$ cat src/hw/mpt_pkg.sv
// Function
// Three sync select bits pick independent or synchronous counting; reset to zero.
// Upper five sync select bits read zero; software writes them zero.
// Software selects at least two channels for synchronous operation.
// Synchronous clearing also needs the channel clear select set to sync.
// Counter write on a synced channel loads all synced counters together.
// Own clear of a synced channel clears synced channels selecting sync clear.
// Counters and general registers are accessed as whole 16-bit words only.
// Other registers are 8-bit and accept byte or 16-bit access.
// Counter start bit at one lets the channel count on its clock.
// Free-running wrap sets overflow flag, may request interrupt, continues from zero.
// Compare match clearing sets match flag, zeroes counter, may request interrupt.
// Compare match drives pin low, high or toggled per output setting.
// Commanded level equal to current pin level leaves the pin steady.
// Capture copies counter into general register on rising, falling or both edges.
// Each general register is set as output compare or input capture.
// Input capture may be chosen as the counter clearing source.
// Buffered compare copies buffer register into general register at match.
// Buffered capture moves old general value into buffer, counter into general.
// Pulse-width modes give duty from zero to full via general registers.
// Phase counting on channels 1 and 2 counts up or down from two inputs.
// Counter start bits reset to zero, holding counters stopped.
// Reset sets general registers to all ones and counters to zero.
// In 16-bit access the even-address byte is upper, odd-address lower.
package mpt_pkg;
	localparam int NCH = 3;
	localparam int NGR = 4;
	localparam int NPIN = 8;
	localparam int NEXT = 4;
	localparam int ADDR_W = 6;
	localparam int PRE_W = 6;
	localparam int IO_NIB_W = 4;
	localparam int BYTE_HI_LSB = 8;

	typedef logic [15:0] mpt_word_t;

	// Reset values and counter maximum
	localparam mpt_word_t CNT_RST = 16'h0000;
	localparam mpt_word_t CNT_MAX = 16'hffff;
	localparam mpt_word_t GR_RST = 16'hffff;
	localparam logic [7:0] BYTE_RST = 8'h00;
	localparam logic [2:0] CH3_RST = 3'h0;

	// Address decode: channel in [5:4], word index in [3:1]
	localparam int CH_LSB = 4;
	localparam int WI_LSB = 1;
	localparam logic [1:0] GLB_CH = 2'h3;
	localparam logic [2:0] WI_CTRL = 3'h0;
	localparam logic [2:0] WI_IO = 3'h1;
	localparam logic [2:0] WI_IRQ = 3'h2;
	localparam logic [2:0] WI_CNT = 3'h3;
	localparam int WI_GR_BIT = 2;
	localparam logic [2:0] WI_START_SYNC = 3'h0;
	localparam int BE_HI = 1;
	localparam int BE_LO = 0;
	localparam logic [1:0] BE_WORD = 2'h3;

	// Control byte fields
	localparam int CKS_EXT_BIT = 2;
	localparam int CCLR_LSB = 5;
	localparam logic [2:0] CCLR_GRA = 3'h1;
	localparam logic [2:0] CCLR_GRB = 3'h2;
	localparam logic [2:0] CCLR_SYNC = 3'h3;
	localparam logic [2:0] CCLR_GRC = 3'h5;
	localparam logic [2:0] CCLR_GRD = 3'h6;
	localparam logic [2:0] CCLR_GR [NGR] = '{CCLR_GRA, CCLR_GRB, CCLR_GRC, CCLR_GRD};

	// Mode byte fields
	localparam logic [3:0] MODE_PWM1 = 4'h2;
	localparam logic [3:0] MODE_PWM2 = 4'h3;
	localparam logic [3:0] MODE_PHASE = 4'h4;
	localparam int BUF_A_BIT = 4;

	// Interrupt enable and status fields
	localparam int OVF_BIT = 4;
	localparam int FLAG_W = 5;

	// I/O control nibble
	localparam int IO_CAP_BIT = 3;
	localparam int IO_INIT_BIT = 2;
	localparam logic [1:0] OUT_OFF = 2'h0;
	localparam logic [1:0] OUT_LOW = 2'h1;
	localparam logic [1:0] OUT_HIGH = 2'h2;
	localparam logic [1:0] OUT_TOG = 2'h3;
	localparam logic [1:0] CAP_RISE = 2'h0;
	localparam logic [1:0] CAP_FALL = 2'h1;

	// Channel shape
	localparam logic [NGR-1:0] GR_MASK [NCH] = '{4'hf, 4'h3, 4'h3};
	localparam logic [2:0] PIN_BASE [NCH] = '{3'h0, 3'h4, 3'h6};
	localparam logic [NCH-1:0] PHASE_CH = 3'h6;
	localparam logic [NCH-1:0] BUF_CH = 3'h1;

	function automatic mpt_word_t bmerge(mpt_word_t old, mpt_word_t wd, logic [1:0] be);
		mpt_word_t r;
		r = old;
		if (be[BE_HI]) r[BYTE_HI_LSB+:8] = wd[BYTE_HI_LSB+:8];
		if (be[BE_LO]) r[0+:8] = wd[0+:8];
		return r;
	endfunction

	function automatic logic apply_out(logic lvl, logic [1:0] code);
		case (code)
			OUT_LOW: return 1'b0;
			OUT_HIGH: return 1'b1;
			OUT_TOG: return ~lvl;
			default: return lvl;
		endcase
	endfunction

	function automatic logic pre_tick(logic [PRE_W-1:0] pre, logic [1:0] sel);
		case (sel)
			2'h0: return 1'b1;
			2'h1: return pre[1:0] == 2'h0;
			2'h2: return pre[3:0] == 4'h0;
			default: return pre == '0;
		endcase
	endfunction

	function automatic logic cap_hit(logic [1:0] sel, logic r, logic f);
		case (sel)
			CAP_RISE: return r;
			CAP_FALL: return f;
			default: return r | f;
		endcase
	endfunction

	function automatic logic [1:0] out_code(mpt_word_t io, int g);
		return io[g*IO_NIB_W+:2];
	endfunction

	function automatic logic is_cap(mpt_word_t io, int g);
		return io[g*IO_NIB_W+IO_CAP_BIT];
	endfunction

	function automatic logic init_bit(mpt_word_t io, int g);
		return io[g*IO_NIB_W+IO_INIT_BIT];
	endfunction

	// Quadrature step: {up, down}; A leading B counts up
	function automatic logic [1:0] quad(logic a, logic b, logic aq, logic bq);
		logic ar, af, br, bf;
		ar = a & ~aq;
		af = ~a & aq;
		br = b & ~bq;
		bf = ~b & bq;
		return {(ar & ~b) | (af & b) | (br & a) | (bf & ~a),
			(ar & b) | (af & ~b) | (br & ~a) | (bf & a)};
	endfunction
endpackage

$ cat src/hw/mpt_edge_if.sv
`timescale 1ns/1ps
interface mpt_edge_if;
	import mpt_pkg::*;
	logic [NPIN-1:0] pin_rise;
	logic [NPIN-1:0] pin_fall;
	logic [NEXT-1:0] ext_rise;
	logic [NCH-1:0] qd_up;
	logic [NCH-1:0] qd_dn;
	modport det (output pin_rise, pin_fall, ext_rise, qd_up, qd_dn);
	modport core (input pin_rise, pin_fall, ext_rise, qd_up, qd_dn);
endinterface

$ cat src/hw/mpt_core.sv
`timescale 1ns/1ps
module mpt_core (
	// Clock and reset
	input wire logic clk_i,
	input wire logic arst_n_i,
	// Register bus
	input wire logic bus_cs_i,
	input wire logic bus_we_i,
	input wire logic [1:0] bus_be_i,
	input wire logic [mpt_pkg::ADDR_W-1:0] bus_addr_i,
	input wire mpt_pkg::mpt_word_t bus_wdata_i,
	output mpt_pkg::mpt_word_t bus_rdata_o,
	output logic bus_ack_o,
	// Timer pins
	input wire logic [mpt_pkg::NPIN-1:0] timer_io_pin_i,
	output logic [mpt_pkg::NPIN-1:0] timer_io_pin_o,
	output logic [mpt_pkg::NPIN-1:0] timer_io_pin_oe_o,
	input wire logic [mpt_pkg::NEXT-1:0] external_count_clock_pin_i,
	// Interrupt requests
	output logic [mpt_pkg::NCH-1:0] timer_irq_o
);
	import mpt_pkg::*;

	// Register state
	mpt_word_t cnt [NCH];
	mpt_word_t next_cnt [NCH];
	mpt_word_t gr [NCH][NGR];
	mpt_word_t next_gr [NCH][NGR];
	mpt_word_t io [NCH];
	mpt_word_t next_io [NCH];
	logic [7:0] ctrl [NCH];
	logic [7:0] next_ctrl [NCH];
	logic [7:0] mode [NCH];
	logic [7:0] next_mode [NCH];
	logic [7:0] ien [NCH];
	logic [7:0] next_ien [NCH];
	logic [FLAG_W-1:0] sts [NCH];
	logic [FLAG_W-1:0] next_sts [NCH];
	logic [FLAG_W-1:0] seen [NCH];
	logic [FLAG_W-1:0] next_seen [NCH];
	logic [2:0] start, next_start;
	logic [2:0] sync_sel, next_sync_sel;
	logic [PRE_W-1:0] pre, next_pre;
	logic [NPIN-1:0] pin, next_pin;
	logic [NPIN-1:0] pin_oe, next_pin_oe;
	mpt_word_t rdata, next_rdata;
	logic ack, next_ack;
	logic [NCH-1:0] irq, next_irq;

	// Decoded events
	logic wr, rd, full, sync_clr, sync_wr;
	logic [1:0] ch;
	logic [2:0] wi;
	logic [NCH-1:0] tick, down, phase, clr_own, clr_any, cnt_wr, io_wr;
	logic [NGR-1:0] match [NCH];
	logic [NGR-1:0] capt [NCH];

	mpt_edge_if eif();

	mpt_edge u_edge (
		.clk_i(clk_i),
		.arst_n_i(arst_n_i),
		.pin_i(timer_io_pin_i),
		.ext_i(external_count_clock_pin_i),
		.eif(eif.det)
	);

	function automatic logic [2:0] pin_idx(int c, int g);
		return 3'(PIN_BASE[c] + 3'(g));
	endfunction

	// Bus decode and per-channel count, match and capture events
	always_comb begin
		wr = bus_cs_i & bus_we_i;
		rd = bus_cs_i & ~bus_we_i;
		ch = bus_addr_i[CH_LSB+:2];
		wi = bus_addr_i[WI_LSB+:3];
		full = (bus_be_i == BE_WORD);
		sync_clr = 1'b0;
		sync_wr = 1'b0;
		for (int c = 0; c < NCH; c++) begin
			cnt_wr[c] = wr && ch == 2'(c) && wi == WI_CNT && full;
			io_wr[c] = wr && ch == 2'(c) && wi == WI_IO;
			phase[c] = PHASE_CH[c] && mode[c][3:0] == MODE_PHASE;
			if (phase[c]) begin
				tick[c] = start[c] & (eif.qd_up[c] | eif.qd_dn[c]);
				down[c] = eif.qd_dn[c];
			end else if (ctrl[c][CKS_EXT_BIT]) begin
				tick[c] = start[c] & eif.ext_rise[ctrl[c][1:0]];
				down[c] = 1'b0;
			end else begin
				tick[c] = start[c] & pre_tick(pre, ctrl[c][1:0]);
				down[c] = 1'b0;
			end
			clr_own[c] = 1'b0;
			for (int g = 0; g < NGR; g++) begin
				// Buffer registers stand aside from matching and capturing
				if (GR_MASK[c][g] && !(BUF_CH[c] && g >= 2 && mode[c][BUF_A_BIT+g-2])) begin
					match[c][g] = !is_cap(io[c], g) && tick[c] &&
						cnt[c] == gr[c][g];
					capt[c][g] = is_cap(io[c], g) && cap_hit(out_code(io[c], g),
						eif.pin_rise[pin_idx(c, g)],
						eif.pin_fall[pin_idx(c, g)]);
				end else begin
					match[c][g] = 1'b0;
					capt[c][g] = 1'b0;
				end
				if ((match[c][g] || capt[c][g]) && ctrl[c][CCLR_LSB+:3] == CCLR_GR[g]) begin
					clr_own[c] = 1'b1;
				end
			end
			sync_clr = sync_clr | (sync_sel[c] & clr_own[c]);
			sync_wr = sync_wr | (sync_sel[c] & cnt_wr[c]);
		end
		for (int c = 0; c < NCH; c++) begin
			// Sync clear only where the clear field asks for it
			clr_any[c] = clr_own[c] || (sync_sel[c] &&
				ctrl[c][CCLR_LSB+:3] == CCLR_SYNC && sync_clr);
		end
	end

	// Next state of registers, counters, pins and bus answer
	always_comb begin
		next_start = start;
		next_sync_sel = sync_sel;
		next_pre = PRE_W'(pre + 1'b1);
		next_pin = pin;
		next_pin_oe = pin_oe;
		next_ack = bus_cs_i;
		next_rdata = '0;
		for (int c = 0; c < NCH; c++) begin
			next_cnt[c] = cnt[c];
			next_io[c] = io[c];
			next_ctrl[c] = ctrl[c];
			next_mode[c] = mode[c];
			next_ien[c] = ien[c];
			next_sts[c] = sts[c];
			next_seen[c] = seen[c];
			for (int g = 0; g < NGR; g++) begin
				next_gr[c][g] = gr[c][g];
			end
		end

		// Reads; reserved bits and unmapped words read zero
		if (rd) begin
			if (ch == GLB_CH) begin
				if (wi == WI_START_SYNC) begin
					next_rdata = {5'h00, start, 5'h00, sync_sel};
				end
			end else begin
				for (int c = 0; c < NCH; c++) begin
					if (ch == 2'(c)) begin
						case (wi)
							WI_CTRL: next_rdata = {ctrl[c], mode[c]};
							WI_IO: next_rdata = io[c];
							WI_IRQ: begin
								next_rdata = {ien[c], 3'h0, sts[c]};
								// Arm flag clearing only for bits seen set
								if (bus_be_i[BE_LO]) next_seen[c] = seen[c] | sts[c];
							end
							WI_CNT: next_rdata = cnt[c];
							default: begin
								if (GR_MASK[c][wi[1:0]]) next_rdata = gr[c][wi[1:0]];
							end
						endcase
					end
				end
			end
		end

		// Writes to byte-wide registers merge per lane
		if (wr && ch == GLB_CH && wi == WI_START_SYNC) begin
			if (bus_be_i[BE_HI]) next_start = bus_wdata_i[BYTE_HI_LSB+:3];
			if (bus_be_i[BE_LO]) next_sync_sel = bus_wdata_i[2:0];
		end
		for (int c = 0; c < NCH; c++) begin
			if (wr && ch == 2'(c)) begin
				case (wi)
					WI_CTRL: {next_ctrl[c], next_mode[c]} =
						bmerge({ctrl[c], mode[c]}, bus_wdata_i, bus_be_i);
					WI_IO: next_io[c] = bmerge(io[c], bus_wdata_i, bus_be_i);
					WI_IRQ: begin
						if (bus_be_i[BE_HI]) next_ien[c] = bus_wdata_i[BYTE_HI_LSB+:8];
						if (bus_be_i[BE_LO]) begin
							next_sts[c] = sts[c] & ~(seen[c] & ~bus_wdata_i[FLAG_W-1:0]);
							next_seen[c] = seen[c] & bus_wdata_i[FLAG_W-1:0];
						end
					end
					WI_CNT: ;
					default: begin
						// Word-only register: partial writes are dropped
						if (full && GR_MASK[c][wi[1:0]]) begin
							next_gr[c][wi[1:0]] = bus_wdata_i;
						end
					end
				endcase
			end
		end

		for (int c = 0; c < NCH; c++) begin
			// Counter: preset beats clear, clear beats counting
			if (cnt_wr[c] || (sync_wr && sync_sel[c])) begin
				next_cnt[c] = bus_wdata_i;
			end else if (clr_any[c]) begin
				next_cnt[c] = CNT_RST;
			end else if (tick[c]) begin
				if (down[c]) begin
					next_cnt[c] = mpt_word_t'(cnt[c] - 1'b1);
				end else begin
					next_cnt[c] = mpt_word_t'(cnt[c] + 1'b1);
					if (cnt[c] == CNT_MAX) next_sts[c][OVF_BIT] = 1'b1;
				end
			end

			for (int g = 0; g < NGR; g++) begin
				// Flags set after software clear, so a same-cycle event wins
				if (match[c][g] || capt[c][g]) next_sts[c][g] = 1'b1;
				if (capt[c][g]) next_gr[c][g] = cnt[c];
			end

			// Buffer pairs A-C and B-D
			if (BUF_CH[c]) begin
				for (int g = 0; g < 2; g++) begin
					if (mode[c][BUF_A_BIT+g]) begin
						if (match[c][g]) next_gr[c][g] = gr[c][g+2];
						if (capt[c][g]) next_gr[c][g+2] = gr[c][g];
					end
				end
			end

			for (int g = 0; g < NGR; g++) begin
				if (GR_MASK[c][g]) begin
					if (io_wr[c] && !start[c]) begin
						// Stopped counter: a new setting shows its initial level
						next_pin[pin_idx(c, g)] = init_bit(next_io[c], g);
					end else if (mode[c][3:0] == MODE_PWM1) begin
						// Paired matches on one cycle cancel, leaving the pin as is
						if (g % 2 == 0 && (match[c][g] ^ match[c][g|1])) begin
							next_pin[pin_idx(c, g)] = apply_out(pin[pin_idx(c, g)],
								match[c][g] ? out_code(io[c], g) :
								out_code(io[c], g|1));
						end
					end else if (mode[c][3:0] == MODE_PWM2 && clr_any[c]) begin
						next_pin[pin_idx(c, g)] = init_bit(io[c], g);
					end else if (match[c][g]) begin
						// Same level commanded leaves the flip-flop unchanged
						next_pin[pin_idx(c, g)] = apply_out(pin[pin_idx(c, g)],
							out_code(io[c], g));
					end
					next_pin_oe[pin_idx(c, g)] = !is_cap(next_io[c], g) &&
						out_code(next_io[c], g) != OUT_OFF &&
						!(next_mode[c][3:0] == MODE_PWM1 && g % 2 == 1);
				end
			end
			next_irq[c] = |(next_sts[c] & next_ien[c][FLAG_W-1:0]);
		end
	end

	always_ff @(posedge clk_i or negedge arst_n_i) begin
		if (!arst_n_i) begin
			start <= CH3_RST;
			sync_sel <= CH3_RST;
			pre <= '0;
			pin <= '0;
			pin_oe <= '0;
			rdata <= CNT_RST;
			ack <= 1'b0;
			irq <= '0;
			for (int c = 0; c < NCH; c++) begin
				cnt[c] <= CNT_RST;
				io[c] <= CNT_RST;
				ctrl[c] <= BYTE_RST;
				mode[c] <= BYTE_RST;
				ien[c] <= BYTE_RST;
				sts[c] <= '0;
				seen[c] <= '0;
				for (int g = 0; g < NGR; g++) begin
					gr[c][g] <= GR_RST;
				end
			end
		end else begin
			start <= next_start;
			sync_sel <= next_sync_sel;
			pre <= next_pre;
			pin <= next_pin;
			pin_oe <= next_pin_oe;
			rdata <= next_rdata;
			ack <= next_ack;
			irq <= next_irq;
			for (int c = 0; c < NCH; c++) begin
				cnt[c] <= next_cnt[c];
				io[c] <= next_io[c];
				ctrl[c] <= next_ctrl[c];
				mode[c] <= next_mode[c];
				ien[c] <= next_ien[c];
				sts[c] <= next_sts[c];
				seen[c] <= next_seen[c];
				for (int g = 0; g < NGR; g++) begin
					gr[c][g] <= next_gr[c][g];
				end
			end
		end
	end

	// Outputs straight from flip-flops
	assign bus_rdata_o = rdata;
	assign bus_ack_o = ack;
	assign timer_io_pin_o = pin;
	assign timer_io_pin_oe_o = pin_oe;
	assign timer_irq_o = irq;
endmodule

$ cat src/hw/mpt_edge.sv
`timescale 1ns/1ps
module mpt_edge (
	// Clock and reset
	input wire logic clk_i,
	input wire logic arst_n_i,
	// Pin samples
	input wire logic [mpt_pkg::NPIN-1:0] pin_i,
	input wire logic [mpt_pkg::NEXT-1:0] ext_i,
	// Edge events
	mpt_edge_if.det eif
);
	import mpt_pkg::*;

	logic [NPIN-1:0] pin_q, next_pin_q;
	logic [NEXT-1:0] ext_q, next_ext_q;

	// Previous samples; inputs already synchronous, so no extra stage
	always_comb begin
		next_pin_q = pin_i;
		next_ext_q = ext_i;
	end

	always_ff @(posedge clk_i or negedge arst_n_i) begin
		if (!arst_n_i) begin
			pin_q <= '0;
			ext_q <= '0;
		end else begin
			pin_q <= next_pin_q;
			ext_q <= next_ext_q;
		end
	end

	// Edge pulses and quadrature steps, one cycle each
	always_comb begin
		eif.pin_rise = pin_i & ~pin_q;
		eif.pin_fall = ~pin_i & pin_q;
		eif.ext_rise = ext_i & ~ext_q;
		eif.qd_up = '0;
		eif.qd_dn = '0;
		for (int c = 1; c < NCH; c++) begin
			{eif.qd_up[c], eif.qd_dn[c]} = quad(ext_i[2*c-2], ext_i[2*c-1],
				ext_q[2*c-2], ext_q[2*c-1]);
		end
	end
endmodule

$ cat config.mk
export PLATFORM = sky130hd
export DESIGN_NAME = mpt_core
export DESIGN_NICKNAME = d
export VERILOG_FILES = /design/src/hw/mpt_pkg.sv /design/src/hw/mpt_edge_if.sv /design/src/hw/mpt_core.sv /design/src/hw/mpt_edge.sv
export SDC_FILE = /design/constraint.sdc
export NUM_CORES = 1
export LEC_CHECK = 0
export BUFFER_PORTS_ARGS = -buffer_cell sky130_fd_sc_hd__buf_2
export CELL_PAD_IN_SITES_DETAIL_PLACEMENT = 1
export CELL_PAD_IN_SITES_GLOBAL_PLACEMENT = 2
export CORE_MARGIN = 3
export CORE_UTILIZATION = 29
export CTS_CLUSTER_DIAMETER = 60
export DETAILED_ROUTE_END_ITERATION = 8
export HOLD_SLACK_MARGIN = 0.02
export PLACE_DENSITY = 0.59
export SKIP_LAST_GASP = 1
export SYNTH_ARGS = -nofsm -noshare
export SYNTH_HDL_FRONTEND = slang
export SYNTH_SLANG_ARGS = --single-unit
$ cat constraint.sdc
create_clock -name clk_i -period 5.9 [get_ports clk_i]
set_input_delay 0.885 -clock clk_i [delete_from_list [all_inputs] [get_ports clk_i]]
set_output_delay 0.885 -clock clk_i [all_outputs]
set_load 0.05 [all_outputs]
==> flow_summary.yaml, run 1 <==
outcome:
  status: "finished, final reports clean"
critical_path:
  worst_path_most_repeated_cell: "a21o_1"
  endpoint_kind: "register"
  path_delay_family: "compound AO/OA/AOI/OAI gates"
  reg2reg_slack_ps: 1130
  critPathMaxStageDelay_ps: 690
  required_ps: 6460
  crit_type: "register to register"
  worstPathArrival_ps: 5330
  startpoint_type: "register"
  crit_fanout: 6
  cp_slowest_cell: "a2111oi_0"
  path_buf_inv: 0
  worstPathCellList: "or4b_1 > a211oi_2 > ha_1 > a21o_1 > a21o_1 > a2111oi_0 > nor4_1 > nor3_1 > o41ai_1 > a21o_1 > a21oi_1 > xnor2_1 > nand2_1 > xor2_1 > o21ai_1"
layout:
  stdcell_area_mm2: 0.02799
  final_common_cell: "dfrtp_1"
  fillCellCount: 9513
  drive_above_1_share: 0.2392
  layout_common_cells: "258 x dfrtp_1, 228 x nor2_1, 205 x nand2_1"
  syn2layout_area_growth_pct: 14.03
  num_antenna_cells: 0
  num-nets-final: 2610
power_and_ir_drop:
  p_comb_frac: 0.282
  vdd_drop_max_mv: 0.2481
  p_int_mw: 7.129
  switching_share: 0.3775
  power.total_mw: 11.45
  pwr-share-seq: 0.413
  switchingPower_mw: 4.323
  powerDensity_mw_per_mm2: 409.1
  p_clk_frac: 0.305
  p_leak_nw: 12.28
detailed_routing:
  detail-route-antenna-nets: 0
  drc: 0
  post_drt_wl_per_cell_um: 27.86
  vias_per_cell: 5.406
  drtPass1Iterations: 5
  vias: 19964
  first_iter_violations: 1368
  drt_wl_total_um: 102900
floorplanning:
  io_pins: 76
  die_h_um: 297.0
  dieWidth_um: 297.0
  start_util: 0.2929
  coreArea_mm2: 0.08382
  rows: 106
  die_area_mm2: 0.08818
place:
  io_buffers: 74
  place_hpwl_um: 70670
  placed_area_mm2: 0.02608
  gp_congestion: 0.8293
synth:
  synth_seq_cells: 386
  avgSynthCellArea_um2: 9.792
  netlist_instances: 2507
  synthArstFlopShare: 1.000
  synth-main-ff-cell: "dfrtp_1"
  synth_area_mm2: 0.02455
  ys_warn_count: 0
  yosysSeqAreaShare: 0.4000
  synth_nets: 2608
  synth_cell_type_count: 93
  synth_edf_count: 0
global_route:
  grt_pass1_wl_um: 151100
  grt-ovfl-total: 0
  grt_usage: 0.2297
  grt_pass1_vias: 21196
  grt_max_degree: 131
  antenna_found_initial: 5
clock_network:
  post-cts-setup-buffers: 0
  clock_path_buffers: 3
  cts_buffers: 59
  path_clk_slew_ps: 60
  cts_tree: "built"
  ctsHoldBuffers: 0
  cts_root_buffer: "clkbuf_16"
  clock_sinks: 386
  htreeDepth: 2
  ctsResizeCount: 0
  clk_latency_ps: 640
timing:
  clock_skew_ps: 31.13
  finalHoldViolCount: 0
  tightest_slew_ps: 1223
  fin_crit_sh: 0.8077
  max_slew_margin: 0.1825
  timing.setup.tns_ps: 0
  fmax_mhz: 209.9
  min_period_ps: 4765
  hold_slack_ps: 338.1
  setup_viol: 0
  slew_violations: 0
  rsz0062_at_grt: "false"
hold_path:
  hold_class: "primary input to asynchronous set/reset pin"
run:
  drv_cap: 0
[Yosys cell counts, types with 8 or more instances]
cell type,number,area [µm²]
mux4_2,33,743.2
inv_1,58,217.7
nor2_1,234,878.3
xor2_1,126,1104
clkbuf_1,148,555.5
a22o_1,23,201.4
ha_1,59,738.2
xnor2_1,52,455.4
buf_1,10,37.54
nand2_1,205,769.5
buf_2,26,130.1
o31ai_1,28,210.2
o22ai_1,26,162.7
a21o_1,13,97.59
a211oi_1,10,75.07
nand4_1,28,175.2
nor2b_1,24,150.1
a221oi_1,13,113.9
nor4_1,22,137.6
a21oi_1,182,910.9
and3_1,8,50.05
dfstp_2,128,3363
a22oi_1,25,187.7
mux2_2,182,2049
o21ai_0,95,475.5
o21ai_1,20,100.1
nor3_1,49,245.2
nand3b_1,8,60.06
nand3_1,59,295.3
mux2i_1,195,1952
dfrtp_1,258,6456
nand2b_1,22,137.6
o211ai_1,16,120.1
[metal layers]
| layer | vias up | GRT usage | share of wire |
|---|---|---|---|
| li1 | 8983 | - | - |
| met1 | 10357 | 0.3149 | 0.46 |
| met2 | 471 | 0.3691 | 0.46 |
| met3 | 149 | 0.03370 | 0.044 |
| met4 | 4 | 0.08165 | 0.037 |
| met5 | - | 0 | 0.00026 |
[state kept, by name, indices dropped and copies added, names as in the netlist, 4 cells and up]
register	cells
timer_io_pin_o	8
gr	128
pre	6
timer_io_pin_oe_o	8
seen	15
u_edge.ext_q	4
bus_rdata_o	16
io	48
mode	24
u_edge.pin_q	8
ctrl	24
cnt	48
sts	15
ien	24
[through the flow]
| stage | worst slack, ps | std cells | utilization |
|---|---|---|---|
| finish | 1135 | 3693 | 0.3340 |
| global route | 912.4 | 3693 | 0.3340 |
| floorplan | 802.3 | 2507 | - |
| detailed placement | 751.2 | 3582 | 0.3111 |
| CTS | 1131 | 3693 | 0.3340 |
| global placement | 751.2 | 3582 | 0.3111 |
[worst paths after layout]
check,startpoint,cells after the start,endpoint
max in group asynchronous,arst_n_i,2,cnt[6]
min in group clk_i,timer_io_pin_i[6],1,u_edge.pin_q[6]
setup reg to reg,mode[1],15,cnt[15]
hold reg to reg,seen[3],2,seen[3]
hold / removal,arst_n_i,1,bus_rdata_o[7]
setup / recovery,mode[1],15,cnt[15]
[kinds of logic (layout without fill, tap and decap cells)]
| family | count (synthesis) | in the layout | share of synthesized area |
|---|---|---|---|
| adder cells (fa/ha/maj) | 61 | 61 | 0.03170 |
| flip-flops | 386 | 386 | 0.4000 |
| XOR/XNOR | 178 | 178 | 0.06350 |
| multiplexers | 411 | 411 | 0.1937 |
| buffers and inverters | 250 | 302 | 0.04067 |
| AO/OA/AOI/OAI | 528 | 528 | 0.1404 |
| AND/OR/NAND/NOR | 693 | 693 | 0.1300 |
[worst reg2reg max path: cells and delay by family (launching register included)]
kind / cells / cell delay [ps]
and+or+nand+nor: 4 / 1250
DFF: 1 / 410
adders and majority gates: 1 / 360
xor gates and xnor gates: 2 / 300
AOI/OAI and AO/OA: 8 / 2380
[power by group through the flow]
stage               Combinational, mW  Clock [mW]  Sequential (mW)
global placement                 3.14           0             4.72
global route                     3.56        3.71             4.85
detailed placement               3.22           0             4.76
finish                           3.23        3.49             4.73
floorplan                        2.47           0             4.19
CTS                              3.25        3.59             4.72
[cell type report]
type,instances,area [µm²],share of cell area
inverter,60,225.2,0.008045
multi-input combinational,1871,13780,0.4921
tap,1134,1419,0.05068
sequential,386,9819,0.3508
timing repair buffer,131,838.3,0.02995
clock buffer,82,1633,0.05833
clock inverter,29,282.8,0.01010
Note: power is estimated with default switching activity, not from simulation.
==> run 2: changes to the inputs <==
- ABC_AREA: unset -> 1
- PLACE_DENSITY: 0.59 -> 0.67
- clock period: 5.9 -> 4.32 ns (I/O delays scaled with it)
==> run 2 against run 1 <==
Net effect:
- non-clock buffer count up 49
- critical path type unchanged
- area after synthesis up 2.8%
- hold slack worse by 170 ps
==> flow_summary.yaml, run 2 <==
run:
  drv_cap: 0
clock_network:
  ctsHoldBuffers: 0
  path_clk_slew_ps: 60
  htreeDepth: 3
  ctsResizeCount: 0
  clock_path_buffers: 3
  cts_tree: "built"
  post-cts-setup-buffers: 0
  clock_sinks: 393
  clk_latency_ps: 630
  cts_root_buffer: "clkbuf_16"
  cts_buffers: 67
timing:
  rsz0062_at_grt: "false"
  max_slew_margin: 0.3462
  tightest_slew_ps: 980.6
  setup_ws_ps: 511.6
  min_period_ps: 3808
  setup_viol: 0
  fmax_mhz: 262.6
  slew_violations: 0
  finalHoldViolCount: 0
  timing.setup.tns_ps: 0
  fin_crit_sh: 0.8816
  clock_skew_ps: 30.47
  hold_slack_ps: 166.8
layout:
  final_common_cell: "nand2_1"
  top_register: "gr"
  drive_above_1_share: 0.1490
  syn2layout_area_growth_pct: 16.91
  fillCellCount: 10464
  stdcell_area_mm2: 0.02950
  num-nets-final: 3640
  largest_reg_flops: 135
  layout_common_cells: "838 x nand2_1, 405 x o21ai_0, 365 x inv_1"
  reg_top3: "gr: 135 flops, cnt: 48 flops, io: 48 flops"
synth:
  avgSynthCellArea_um2: 7.280
  synth_top_area_cell: "dfrtp_1"
  synth.most_common_cell: "nand2_1"
  yosysSeqAreaShare: 0.3964
  netlist_instances: 3466
  synthArstFlopShare: 1.000
  synth_commonest_cells: "838 x nand2_1, 405 x o21ai_0, 365 x inv_1"
  synth_edf_count: 0
  ys_warn_count: 0
  ys_top_cells_by_area: "dfrtp_1 26%, dfstp_2 14%, nand2_1 12%"
  synth_seq_cells: 393
  synth-main-ff-cell: "dfrtp_1"
  synth_cell_type_count: 63
  synth_nets: 3567
  synth_top_area_share: 0.2559
  synth_area_mm2: 0.02523
critical_path:
  reg2reg_from: "mode[8]"
  regToRegEndpoint: "cnt[29]"
  reg2reg_slack_ps: 510
  endpoint_kind: "register"
  r2r_cells: 18
  required_ps: 4850
  startpoint_type: "register"
  worstPathArrival_ps: 4340
  crit_fanout: 13
  crit_type: "register to register"
detailed_routing:
  drtPass1Iterations: 5
  vias: 26707
  drt_wl_total_um: 135300
  detail-route-antenna-nets: 0
  drc: 0
  vias_per_cell: 5.638
  first_iter_violations: 2306
  post_drt_wl_per_cell_um: 28.57
floorplanning:
  start_util: 0.2945
  dieWidth_um: 301.0
  io_pins: 76
  rows: 107
  die_h_um: 301.0
  die_area_mm2: 0.09059
  coreArea_mm2: 0.08568
power_and_ir_drop:
  pwr-share-seq: 0.352
  switchingPower_mw: 7.157
  p_leak_nw: 12.93
  p_clk_frac: 0.331
  vdd_drop_max_mv: 0.3169
  p_comb_frac: 0.317
  switching_share: 0.4086
  powerDensity_mw_per_mm2: 593.7
  p_int_mw: 10.36
outcome:
  status: "finished, final reports clean"
place:
  place_hpwl_um: 100300
  placed_area_mm2: 0.02713
  dp_slack_ps: 508.8
  io_buffers: 74
  gp_congestion: 0.9751
global_route:
  grt_max_degree: 103
  antenna_found_initial: 9
  grt_pass1_wl_um: 195900
  grt-ovfl-total: 0
  grt_usage: 0.2963
  grt_pass1_vias: 27560
hold_path:
  min_path_cells: 1
  hold_end: "u_edge.pin_q[5]"
  hold_class: "primary input to register"
  holdCritStartpoint: "timer_io_pin_i[5]"
[run 2: cell count changes in the layout (fill, tap and decap cells not counted), moves of 40 or more]
| cell | change |
|---|---|
| inv_2 | +52 |
| mux2_2 | -182 |
| o21ai_0 | +310 |
| nand3_1 | +173 |
| nand2_1 | +633 |
| o21ai_1 | +40 |
| mux2i_1 | -195 |
| inv_1 | +307 |
| o221ai_1 | +75 |
| buf_4 | +44 |
| xor2_1 | -90 |
[run 2: worst max path at each step]
| stage | startpoint | endpoint | slack (ps) |
|---|---|---|---|
| floorplan | external_count_clock_pin_i[3] | cnt[13] | 940 |
| global placement | external_count_clock_pin_i[3] | cnt[13] | 570 |
| detailed placement | external_count_clock_pin_i[3] | cnt[13] | 510 |
| CTS | mode[8] | cnt[29] | 530 |
| global route | mode[9] | cnt[29] | 170 |
| finish | mode[8] | cnt[29] | 510 |
[run 2: layout make-up]
class	count	area [µm²]	share of cell area
inverter	420	1579	0.05353
clock inverter	35	431.7	0.01463
tap	1144	1431	0.04852
antenna	2	5.005	0.0001697
multi-input combinational	2477	12870	0.4364
timing repair buffer	180	1239	0.04199
sequential	393	10000	0.3391
clock buffer	86	1936	0.06562
[run 2: kinds of logic (layout without fill, tap and decap cells)]
group / Yosys count / count (layout) / synth area share
buf+inv: 596 / 721 / 0.09382
compound gates: 916 / 916 / 0.2146
flops: 393 / 393 / 0.3964
simple gates: 1429 / 1429 / 0.2397
other cells: 0 / 2 / 0
xor+xnor: 71 / 71 / 0.02464
fa+ha+maj: 61 / 61 / 0.03084
[run 2: power by group through the flow]
| stage | clock, mW | sequential, mW | combinational, mW |
|---|---|---|---|
| finish | 5.80 | 6.16 | 5.55 |
| detailed placement | 0 | 6.19 | 5.48 |
| CTS | 5.88 | 6.14 | 5.52 |
| global placement | 0 | 6.16 | 5.34 |
| floorplan | 0 | 5.73 | 3.61 |
| global route | 6.04 | 6.30 | 6.14 |
[run 2: through the flow]
step                      power, mW    util  cells
after floorplan               9.348       -   3466
after global placement        11.49  0.3166   4614
after detailed placement      11.67  0.3166   4614
after global routing          18.48  0.3443   4736
final                         17.52  0.3443   4737
after CTS                     17.54  0.3442   4735
[run 2: critical path: stages, from the launching register on]
cell and delay (ps):
dfrtp_1 380, inv_1 130, nand4_1 430, inv_1 240
o21ai_0 120, buf_4 200, inv_1 130, buf_4 230
ha_1 320, a21oi_1 170, o21ai_0 110, a21oi_1 250
o21ai_0 180, a31oi_1 230, o21ai_0 130, xor2_1 160
o21bai_1 140, nand2_1 70, o21ai_1 90
[run 2: metal layers]
| layer | part of all wire | vias to the layer above | wire (µm) | global-route usage |
|---|---|---|---|---|
| met2 | 0.45 | 924 | 61310 | 0.4729 |
| li1 | - | 11847 | - | - |
| met4 | 0.062 | 0 | 8455 | 0.1607 |
| met3 | 0.056 | 299 | 7550 | 0.03893 |
| met1 | 0.43 | 13637 | 58010 | 0.3889 |
| met5 | 0 | - | 0 | 0 |
